$ cat config.mk
export PLATFORM = sky130hd
export DESIGN_NAME = mrs_core
export DESIGN_NICKNAME = d
export VERILOG_FILES = /design/src/include/mrs_pkg.sv /design/src/rtl/mrs_core.sv
export SDC_FILE = /design/constraint.sdc
export NUM_CORES = 1
export LEC_CHECK = 0
export ABC_CLOCK_PERIOD_IN_PS = 3900
export BUFFER_PORTS_ARGS = -buffer_cell sky130_fd_sc_hd__buf_4
export CAP_MARGIN = 15
export CORE_MARGIN = 2
export CORE_UTILIZATION = 51
export DETAILED_ROUTE_END_ITERATION = 6
export MAX_ROUTING_LAYER = met4
export PLACE_DENSITY = 0.83
export SLEW_MARGIN = 20
export SYNTH_ARGS = -nofsm -noshare
export SYNTH_HDL_FRONTEND = slang
export SYNTH_SLANG_ARGS = --single-unit
$ cat constraint.sdc
create_clock -name hclk -period 3.9 [get_ports hclk]
set_input_delay 0.39 -clock hclk [delete_from_list [all_inputs] [get_ports hclk]]
set_output_delay 0.39 -clock hclk [all_outputs]
set_load 0.02 [all_outputs]
$ cat src/include/mrs_pkg.sv
// package for the rotate, skip and subtract execution datapath
package mrs_pkg;

  // register byte offsets on the ahb-lite slave
  localparam logic [7:0] MRS_ADDR_ACC = 8'h00;
  localparam logic [7:0] MRS_ADDR_STATUS = 8'h04;
  localparam logic [7:0] MRS_ADDR_OPERAND = 8'h08;
  localparam logic [7:0] MRS_ADDR_TABLE = 8'h0C;
  localparam logic [7:0] MRS_ADDR_COMMAND = 8'h10;
  localparam logic [7:0] MRS_ADDR_RESULT = 8'h14;
  localparam logic [7:0] MRS_ADDR_TBL_HIGH = 8'h18;

  // field positions
  localparam int MRS_TABLE_PAGE_LSB = 8;
  localparam int MRS_CMD_W = 5;

  // reset values
  localparam logic [7:0] MRS_ACC_RST = 8'h00;
  localparam logic [3:0] MRS_FLAGS_RST = 4'h0;

  // ahb constants
  localparam logic [2:0] MRS_HSIZE_WORD = 3'b010;
  localparam logic [1:0] MRS_HRESP_OKAY = 2'b00;

  // status layout: c bit 0, half carry bit 1, z bit 2, overflow bit 3
  typedef struct packed {
    logic signed_range_exceed_flag;
    logic zero;
    logic half_carry_flag;
    logic carry;
  } mrs_flags_t;

  // operand register: memory byte [7:0], immediate [15:8], bit [18:16]
  typedef struct packed {
    logic [2:0] bit_sel;
    logic [7:0] imm;
    logic [7:0] mem;
  } mrs_operand_t;

  // result register without the live busy bit
  typedef struct packed {
    logic refused;
    logic skip;
    logic mem_wr;
    logic [7:0] mem;
  } mrs_result_t;

  // operation codes, numbered from 0 in this order
  typedef enum logic [MRS_CMD_W-1:0] {
    op_none,
    op_rotate_left_through_carry,
    op_rotate_left_carry_to_accumulator,
    op_rotate_right_plain,
    op_rotate_right_to_accumulator,
    op_rotate_right_through_carry,
    op_rotate_right_carry_to_accumulator,
    op_rotate_left_plain_to_accumulator,
    op_subtract_with_borrow,
    op_subtract_borrow_into_memory,
    op_subtract_memory,
    op_subtract_immediate,
    op_subtract_into_memory,
    op_decrement_skip_if_zero,
    op_decrement_skip_result_accumulator,
    op_increment_skip_if_zero,
    op_increment_skip_result_accumulator,
    op_set_byte,
    op_set_bit,
    op_skip_if_bit_set,
    op_skip_if_bit_clear,
    op_skip_if_zero_test,
    op_copy_skip_if_zero,
    op_nibble_swap,
    op_nibble_swap_to_accumulator,
    op_table_read_current_page,
    op_table_read_last_page,
    op_xor_memory,
    op_xor_immediate,
    op_xor_into_memory
  } mrs_op_t;

  // sequencer states
  typedef enum logic [2:0] {
    st_idle, st_exec, st_dummy, st_fetch, st_capture
  } mrs_state_t;

endpackage : mrs_pkg

$ cat src/rtl/mrs_core.sv
// execution datapath for rotate, subtract, skip, set, swap, table and xor
// Overview of operation
// - left rotate through carry, only carry changes
// - plain right rotate, bit 0 to 7, flags kept
// - right rotate through carry, only carry changes
// - accumulator forms leave memory byte untouched
// - acc minus memory minus inverted carry, four flags
// - carry cleared on negative, set otherwise
// - plain subtract of memory or immediate, four flags
// - decrement memory, store, skip on zero
// - decrement into accumulator, skip on zero
// - increment memory or accumulator, skip on zero
// - every skip operation takes two cycles
// - byte set writes all ones, flags kept
// - bit set forces one selected bit
// - skip when selected bit is one
// - skip when selected bit is zero
// - skip when whole byte is zero
// - copy byte to accumulator, skip on zero
// - swap nibbles to memory or accumulator
// - current page table read, low and high
// - last page table read at pointer offset
// - xor to accumulator or memory, zero only
`timescale 1ns/1ps
`default_nettype none
module mrs_core #(
  parameter int PC_W = 11,
  parameter int WORD_W = 15,
  parameter int TP_W = 8
) (
  input wire logic hclk,
  input wire logic hresetn,
  input wire logic hsel,
  input wire logic [31:0] haddr,
  input wire logic [1:0] htrans,
  input wire logic hwrite,
  input wire logic [2:0] hsize,
  input wire logic [31:0] hwdata,
  input wire logic hready,
  output logic hreadyout,
  output logic [1:0] hresp,
  output logic [31:0] hrdata,
  output logic [PC_W-1:0] prog_addr,
  input wire logic [WORD_W-1:0] prog_word,
  output logic [mrs_pkg::MRS_CMD_W-1:0] busy_op
);
  import mrs_pkg::*;

  localparam int PG_W = PC_W - TP_W;
  localparam int HI_W = WORD_W - 8;

  // the page field sits right above the pointer byte in the table word,
  // so the pointer must be exactly one byte wide to read back as written
  if (PG_W < 1 || TP_W != MRS_TABLE_PAGE_LSB || PC_W > 24 || HI_W < 1 ||
      WORD_W > 32) begin : g_geometry_check
    $error("mrs_core: unsupported program memory geometry");
  end

  logic [7:0] acc;
  mrs_flags_t flags;
  mrs_operand_t opnd;
  logic [TP_W-1:0] tbl_ptr;
  logic [PG_W-1:0] cur_page;
  mrs_op_t cmd;
  mrs_state_t st;
  mrs_result_t res;
  logic [HI_W-1:0] tbl_high;
  logic wr_pend;
  logic [7:0] wr_addr;
  logic cmd_wr;
  logic busy;
  logic [7:0] nres;
  logic to_acc;
  logic to_mem;
  logic skip;
  mrs_flags_t nfl;

  // register index from a byte address; 7 means unmapped
  function automatic logic [2:0] reg_index(input logic [7:0] a);
    case (a)
      MRS_ADDR_ACC: reg_index = 3'h0;
      MRS_ADDR_STATUS: reg_index = 3'h1;
      MRS_ADDR_OPERAND: reg_index = 3'h2;
      MRS_ADDR_TABLE: reg_index = 3'h3;
      MRS_ADDR_COMMAND: reg_index = 3'h4;
      MRS_ADDR_RESULT: reg_index = 3'h5;
      MRS_ADDR_TBL_HIGH: reg_index = 3'h6;
      default: reg_index = 3'h7;
    endcase
  endfunction : reg_index

  // difference plus flags: {overflow, half carry, carry, result}
  function automatic logic [10:0] sub_calc(input logic [7:0] a,
                                           input logic [7:0] b,
                                           input logic bin);
    logic [8:0] d;
    logic [4:0] lo;
    d = {1'b0, a} - {1'b0, b} - {8'h00, bin};
    lo = {1'b0, a[3:0]} - {1'b0, b[3:0]} - {4'h0, bin};
    // carry is an inverted borrow: 0 on a negative result
    sub_calc = {(a[7] ^ b[7]) & (a[7] ^ d[7]), ~lo[4], ~d[8], d[7:0]};
  endfunction : sub_calc

  // operations that skip need the extra dummy cycle
  function automatic logic is_skip(input mrs_op_t op);
    case (op)
      op_decrement_skip_if_zero, op_decrement_skip_result_accumulator,
      op_increment_skip_if_zero, op_increment_skip_result_accumulator,
      op_skip_if_bit_set, op_skip_if_bit_clear, op_skip_if_zero_test,
      op_copy_skip_if_zero: is_skip = 1'b1;
      default: is_skip = 1'b0;
    endcase
  endfunction : is_skip

  // zero-wait slave: no stalls, always an okay answer
  assign hreadyout = 1'b1;
  assign hresp = MRS_HRESP_OKAY;
  assign busy = (st != st_idle);
  assign busy_op = busy ? cmd : op_none;
  assign cmd_wr = wr_pend && (reg_index(wr_addr) == 3'h4);

  // address phase capture for writes; non-word writes are dropped
  always_ff @(posedge hclk or negedge hresetn) begin
    if (!hresetn) begin
      wr_pend <= 1'b0;
      wr_addr <= 8'h00;
    end else begin
      wr_pend <= hsel && hready && htrans[1] && hwrite &&
                 (hsize == MRS_HSIZE_WORD) && (haddr[31:8] == 24'h000000);
      wr_addr <= haddr[7:0];
    end
  end

  // read data registered in the address phase, valid in the data phase
  always_ff @(posedge hclk or negedge hresetn) begin
    if (!hresetn) begin
      hrdata <= 32'h00000000;
    end else if (hsel && hready && htrans[1] && !hwrite) begin
      hrdata <= 32'h00000000;
      if (haddr[31:8] == 24'h000000) begin
        case (reg_index(haddr[7:0]))
          3'h0: hrdata[7:0] <= acc;
          3'h1: hrdata[3:0] <= flags;
          3'h2: hrdata[18:0] <= opnd;
          3'h3: hrdata[PC_W-1:0] <= {cur_page, tbl_ptr};
          3'h4: hrdata[MRS_CMD_W-1:0] <= cmd;
          3'h5: hrdata[11:0] <= {res.refused, busy, res.skip, res.mem_wr,
                                 res.mem};
          3'h6: hrdata[HI_W-1:0] <= tbl_high;
          default: hrdata <= 32'h00000000;
        endcase
      end
    end
  end

  // operand and table pointer registers, software only
  always_ff @(posedge hclk or negedge hresetn) begin
    if (!hresetn) begin
      opnd <= '0;
      tbl_ptr <= '0;
      cur_page <= '0;
    end else if (wr_pend) begin
      if (reg_index(wr_addr) == 3'h2) begin
        opnd <= hwdata[18:0];
      end
      if (reg_index(wr_addr) == 3'h3) begin
        tbl_ptr <= hwdata[TP_W-1:0];
        cur_page <= hwdata[MRS_TABLE_PAGE_LSB +: PG_W];
      end
    end
  end

  // operation result; the datapath never looks at st itself
  always_comb begin
    logic [10:0] sd;
    logic [7:0] bm;
    sd = 11'h000;
    bm = 8'h01 << opnd.bit_sel;
    nres = opnd.mem;
    to_acc = 1'b0;
    to_mem = 1'b0;
    skip = 1'b0;
    nfl = flags;
    case (cmd)
      op_rotate_left_through_carry,
      op_rotate_left_carry_to_accumulator: begin
        {nfl.carry, nres} = {opnd.mem, flags.carry};
        to_mem = (cmd == op_rotate_left_through_carry);
        to_acc = !to_mem;
      end
      op_rotate_right_plain, op_rotate_right_to_accumulator: begin
        nres = {opnd.mem[0], opnd.mem[7:1]};
        to_mem = (cmd == op_rotate_right_plain);
        to_acc = !to_mem;
      end
      op_rotate_right_through_carry,
      op_rotate_right_carry_to_accumulator: begin
        {nres, nfl.carry} = {flags.carry, opnd.mem};
        to_mem = (cmd == op_rotate_right_through_carry);
        to_acc = !to_mem;
      end
      op_rotate_left_plain_to_accumulator: begin
        nres = {opnd.mem[6:0], opnd.mem[7]};
        to_acc = 1'b1;
      end
      op_subtract_with_borrow, op_subtract_borrow_into_memory,
      op_subtract_memory, op_subtract_immediate,
      op_subtract_into_memory: begin
        // borrow only for the carry forms, immediate only for one
        sd = sub_calc(acc,
                      (cmd == op_subtract_immediate) ? opnd.imm : opnd.mem,
                      ((cmd == op_subtract_with_borrow) ||
                       (cmd == op_subtract_borrow_into_memory)) &&
                      !flags.carry);
        nres = sd[7:0];
        nfl.signed_range_exceed_flag = sd[10];
        nfl.half_carry_flag = sd[9];
        nfl.carry = sd[8];
        nfl.zero = (sd[7:0] == 8'h00);
        to_mem = (cmd == op_subtract_borrow_into_memory) ||
                 (cmd == op_subtract_into_memory);
        to_acc = !to_mem;
      end
      op_decrement_skip_if_zero, op_decrement_skip_result_accumulator: begin
        nres = opnd.mem - 8'h01;
        skip = (nres == 8'h00);
        to_mem = (cmd == op_decrement_skip_if_zero);
        to_acc = !to_mem;
      end
      op_increment_skip_if_zero, op_increment_skip_result_accumulator: begin
        nres = opnd.mem + 8'h01;
        skip = (nres == 8'h00);
        to_mem = (cmd == op_increment_skip_if_zero);
        to_acc = !to_mem;
      end
      op_set_byte: begin
        nres = 8'hFF;
        to_mem = 1'b1;
      end
      op_set_bit: begin
        nres = opnd.mem | bm;
        to_mem = 1'b1;
      end
      op_skip_if_bit_set: skip = |(opnd.mem & bm);
      op_skip_if_bit_clear: skip = ~|(opnd.mem & bm);
      op_skip_if_zero_test: skip = (opnd.mem == 8'h00);
      op_copy_skip_if_zero: begin
        skip = (opnd.mem == 8'h00);
        to_acc = 1'b1;
      end
      op_nibble_swap, op_nibble_swap_to_accumulator: begin
        nres = {opnd.mem[3:0], opnd.mem[7:4]};
        to_mem = (cmd == op_nibble_swap);
        to_acc = !to_mem;
      end
      op_xor_memory, op_xor_immediate, op_xor_into_memory: begin
        nres = acc ^ ((cmd == op_xor_immediate) ? opnd.imm : opnd.mem);
        nfl.zero = (nres == 8'h00);
        to_mem = (cmd == op_xor_into_memory);
        to_acc = !to_mem;
      end
      default: nres = opnd.mem;
    endcase
  end

  // sequencer: a skip holds busy over a dummy cycle, a table read
  // waits one cycle for the synchronous program memory
  always_ff @(posedge hclk or negedge hresetn) begin
    if (!hresetn) begin
      st <= st_idle;
    end else begin
      case (st)
        st_idle: if (cmd_wr) st <= st_exec;
        st_exec: begin
          if (cmd == op_table_read_current_page ||
              cmd == op_table_read_last_page) begin
            st <= st_fetch;
          end else if (is_skip(cmd)) begin
            st <= st_dummy;
          end else begin
            st <= st_idle;
          end
        end
        st_fetch: st <= st_capture;
        st_capture: st <= st_idle;
        st_dummy: st <= st_idle;
        default: st <= st_idle;
      endcase
    end
  end

  // command register: a write while busy is refused, not queued
  always_ff @(posedge hclk or negedge hresetn) begin
    if (!hresetn) begin
      cmd <= op_none;
    end else if (cmd_wr && !busy) begin
      cmd <= mrs_op_t'(hwdata[MRS_CMD_W-1:0]);
    end
  end

  // accumulator: the executing operation wins over a software write
  always_ff @(posedge hclk or negedge hresetn) begin
    if (!hresetn) begin
      acc <= MRS_ACC_RST;
    end else if (st == st_exec && to_acc) begin
      acc <= nres;
    end else if (wr_pend && reg_index(wr_addr) == 3'h0) begin
      acc <= hwdata[7:0];
    end
  end

  // flags: same priority as the accumulator
  always_ff @(posedge hclk or negedge hresetn) begin
    if (!hresetn) begin
      flags <= MRS_FLAGS_RST;
    end else if (st == st_exec) begin
      flags <= nfl;
    end else if (wr_pend && reg_index(wr_addr) == 3'h1) begin
      flags <= hwdata[3:0];
    end
  end

  // result register; memory byte is unchanged unless mem_wr is set
  always_ff @(posedge hclk or negedge hresetn) begin
    if (!hresetn) begin
      res <= '0;
    end else begin
      if (cmd_wr) begin
        res.refused <= busy;
      end
      if (st == st_exec) begin
        res.mem <= to_mem ? nres : opnd.mem;
        res.mem_wr <= to_mem;
        res.skip <= skip;
      end else if (st == st_capture) begin
        res.mem <= prog_word[7:0];
        res.mem_wr <= 1'b1;
      end
    end
  end

  // table address: current page or the all-ones last page
  always_ff @(posedge hclk or negedge hresetn) begin
    if (!hresetn) begin
      prog_addr <= '0;
    end else if (st == st_exec) begin
      prog_addr <= {(cmd == op_table_read_last_page) ? {PG_W{1'b1}} :
                    cur_page, tbl_ptr};
    end
  end

  // high part of the program word for software to read
  always_ff @(posedge hclk or negedge hresetn) begin
    if (!hresetn) begin
      tbl_high <= '0;
    end else if (st == st_capture) begin
      tbl_high <= prog_word[WORD_W-1:8];
    end
  end

  // checks; helper wires give $past plain signals
  logic [7:0] m_in;
  logic [7:0] ror_exp;
  logic [7:0] sw_exp;
  logic [8:0] sub_exp;
  logic sel_bit;
  assign m_in = opnd.mem;
  assign ror_exp = {opnd.mem[0], opnd.mem[7:1]};
  assign sw_exp = {opnd.mem[3:0], opnd.mem[7:4]};
  assign sel_bit = opnd.mem[opnd.bit_sel];
  assign sub_exp = {1'b0, acc} - {1'b0, opnd.mem} - {8'h00, !flags.carry};
endmodule : mrs_core
`default_nettype wire

==> key figures <==
Status
  – Status: completed

Setup path
  – Critical Path Max Stage Delay: 0.51 ns
  – CP Data Arrival Time: 3.84 ns
  – Crit path kind: register to register
  – CP dominant cell by count: ha_1
  – Crit path max fanout: 11
  – Worst setup SP type: register
  – Reg2reg start: cmd[0]
  – Depth of the worst register-to-register path: 14
  – Critical path capture point type: register
  – Required @ worst endpoint: 4.11 ns
  – CP Cell Sequence: ha_1, nand2b_1, nor2_1, buf_4, mux2_2, ha_1, inv_1, ha_1, or3_1, o22ai_1, xor2_1, nor2_1, or4_1, o2bb2ai_1
  – WP buf/inv: 2
  – Slowest CP cell: or4_1
  – Flop2flop setup slack: 0.28 ns
  – CP top delay family: simple AND/OR/NAND/NOR gates
  – RR Endpoint: acc[6]

Cells and area
  – Area growth, synth to finish: 17.3%
  – Most common cell after layout, fill and taps aside: buf_4
  – Layout Nets: 1030
  – # diodes: 0
  – Fill cell count: 1215
  – Layout cells sized above 1: 0.241
  – Design area: 0.00863 sq mm
  – Commonest cells after routing, fill and taps aside: buf_4 (142), nand2_1 (118), dfrtp_1 (107)

Die
  – Die W: 124 microns
  – Chip height: 124 microns
  – Initial Util: 0.526
  – Ports: 140
  – Standard-cell rows: 43
  – Core area: 0.0140 sq mm
  – DIE AREA: 0.0154 sq mm

Clock network
  – Clock-pin slew of the registers on the worst-case setup and hold paths: 0.08 ns
  – H-tree depth: 3
  – Clock Path Buffers: 2
  – Root buffer cell: clkbuf_16
  – Num CTS Buffers: 9
  – Clk Latency, worst-skew pair: 0.36 ns
  – CTS tree: done
  – CTS Sinks: 107

Timing
  – Fin worst setup slack: 0.279 ns
  – Worst-margin pin slew: 0.935 ns
  – Setup violations, final: 0
  – Slew Viols, Final: 0
  – Max transition margin: 0.374
  – Clock Skews: 0.00893 ns
  – Min cycle time layout: 3.62 ns
  – Tcrit/Tclk final: 0.928
  – Final Hold Viols: 0
  – Maximum clock rate: 0.276 GHz

Global route
  – Largest net degree at the start of global routing: 67
  – First-pass GRT wire length: 34700 microns
  – Vias in the first global route: 6352
  – Gr usage total: 0.310
  – Grt total ovfl: 0
  – Initial antenna violation count: 0

Drt
  – Initial detailed-routing violation count: 678
  – Vias/cell: 6.24
  – Vias: 6874
  – DRT antenna net count: 0
  – Routed len/inst: 20.8 microns
  – WL final: 22900 microns
  – # DRC: 0
  – DRT Pass-1 Iters: 7

Logic synthesis
  – Predominant post-synthesis flop cell: dfrtp_1
  – Netlist Area Pre-Place: 0.00736 sq mm
  – Yosys reg bits: 107
  – Syn Inst Count: 825
  – EDFF count, synth: 0
  – Mapped Avg Cell Area: 8.92 sq um
  – Sequential share of the synthesized area: 0.364
  – Unique cell type count in the Yosys netlist: 78
  – Ys async rst share: 1.00
  – Synthesis Warnings: 0

Placement
  – Detail Placement HPWL: 17100 microns
  – Input/output buffers: 109
  – GP Congestion: 0.982
  – DP Worst Slack: 0.276 ns
  – Post-DP Area: 0.00833 sq mm

Power
  – Leakage: 0.00395 uW
  – Pwr Density: 271 mW/mm^2
  – Worst vdd ir: 0.191 mV

Flow run
  – Max-cap viol count: 0

Hold path
  – Hold Crit Class: primary input to async pin
## metrics by stage
stage               std cells  power [uW]  utilization  setup TNS (ns)  hold WS (ns)
floorplan                 839        1330            -               0        0.0944
global placement         1084        1470        0.595               0         0.450
detailed placement       1084        1470        0.595               0         0.462
CTS                      1100        2340        0.615               0         0.142
global route             1101        2420        0.617        -0.00963         0.142
finish                   1101        2340        0.617               0         0.137
## worst max path at each step
stage / from / to / slack (ns) / cells after the start
floorplan: cmd[2] / acc[6] / 0.07 / 16
global placement: cmd[0] / acc[6] / 0.33 / 14
detailed placement: cmd[0] / acc[5] / 0.28 / 15
CTS: cmd[0] / acc[5] / 0.25 / 15
global route: cmd[1] / acc[6] / -0.01 / 13
finish: cmd[0] / acc[6] / 0.28 / 14
## per-layer routing
metal / track usage / part of all wire
met1: 0.403 / 0.40
met2: 0.479 / 0.46
met3: 0.0623 / 0.11
met4: 0.116 / 0.033
met5: - / 0
## Yosys cell counts (all sizes together) (6+ instances only)
library cell / count / area (sq um)
ha: 23 / 288
or2: 7 / 43.8
nor3b: 10 / 75.1
inv: 34 / 128
nor3: 14 / 80.1
nand4: 6 / 52.6
a31oi: 15 / 100
xnor2: 18 / 158
a22oi: 17 / 128
and2: 6 / 37.5
o31ai: 6 / 45.0
nand3: 14 / 70.1
dfrtp: 107 / 2680
a221oi: 6 / 52.6
mux2: 44 / 495
o21ai: 46 / 230
nor2: 46 / 173
a22o: 15 / 131
buf: 30 / 196
o21a: 6 / 45.0
nor2b: 11 / 68.8
a21oi: 19 / 95.1
nand2b: 9 / 56.3
o211ai: 10 / 75.1
o22ai: 15 / 93.8
mux2i: 21 / 210
clkbuf: 46 / 173
nand2: 118 / 443
nor4: 14 / 87.6
a211oi: 8 / 60.1
## area by class of cell
| class | instances | area, sq um | area share |
|---|---|---|---|
| clock buffer | 11 | 233 | 0.0270 |
| sequential | 107 | 2680 | 0.310 |
| inverter | 34 | 128 | 0.0148 |
| clock inverter | 5 | 45.0 | 0.00522 |
| multi-input combinational | 622 | 4250 | 0.493 |
| tap | 180 | 225 | 0.0261 |
| timing repair buffer | 142 | 1070 | 0.124 |
## where the power goes
group	leakage (uW)	switching, uW	internal [uW]
logic	0.00246	200	131
clock network	0.000132	435	444
registers	0.00135	9.20	1120
## kinds of logic after synthesis
| group | after synthesis | share of synthesized area |
|---|---|---|
| adder cells (fa/ha/maj) | 25 | 0.0446 |
| multiplexers | 67 | 0.102 |
| buffers and inverters | 110 | 0.0675 |
| AND/OR/NAND/NOR | 286 | 0.199 |
| flip-flops | 107 | 0.364 |
| other | 2 | 0.00102 |
| XOR/XNOR | 23 | 0.0274 |
| AO/OA/AOI/OAI | 205 | 0.195 |
## registers in the layout (all words and copies together) (netlist names)
register and cells:
acc 8, cmd 5, cur_page 3, flags 4, hrdata 19, m_in 8
opnd 11, prog_addr 11, res 11, st 3, tbl_high 7, tbl_ptr 8
wr_addr 8, wr_pend 1
## repair_timing
action                     CTS  global route
setup endpoints to repair    0             3
resized for setup            0             2
buffers inserted             0             1
hold buffers                 0             0
(Power assumes the default switching activity.)
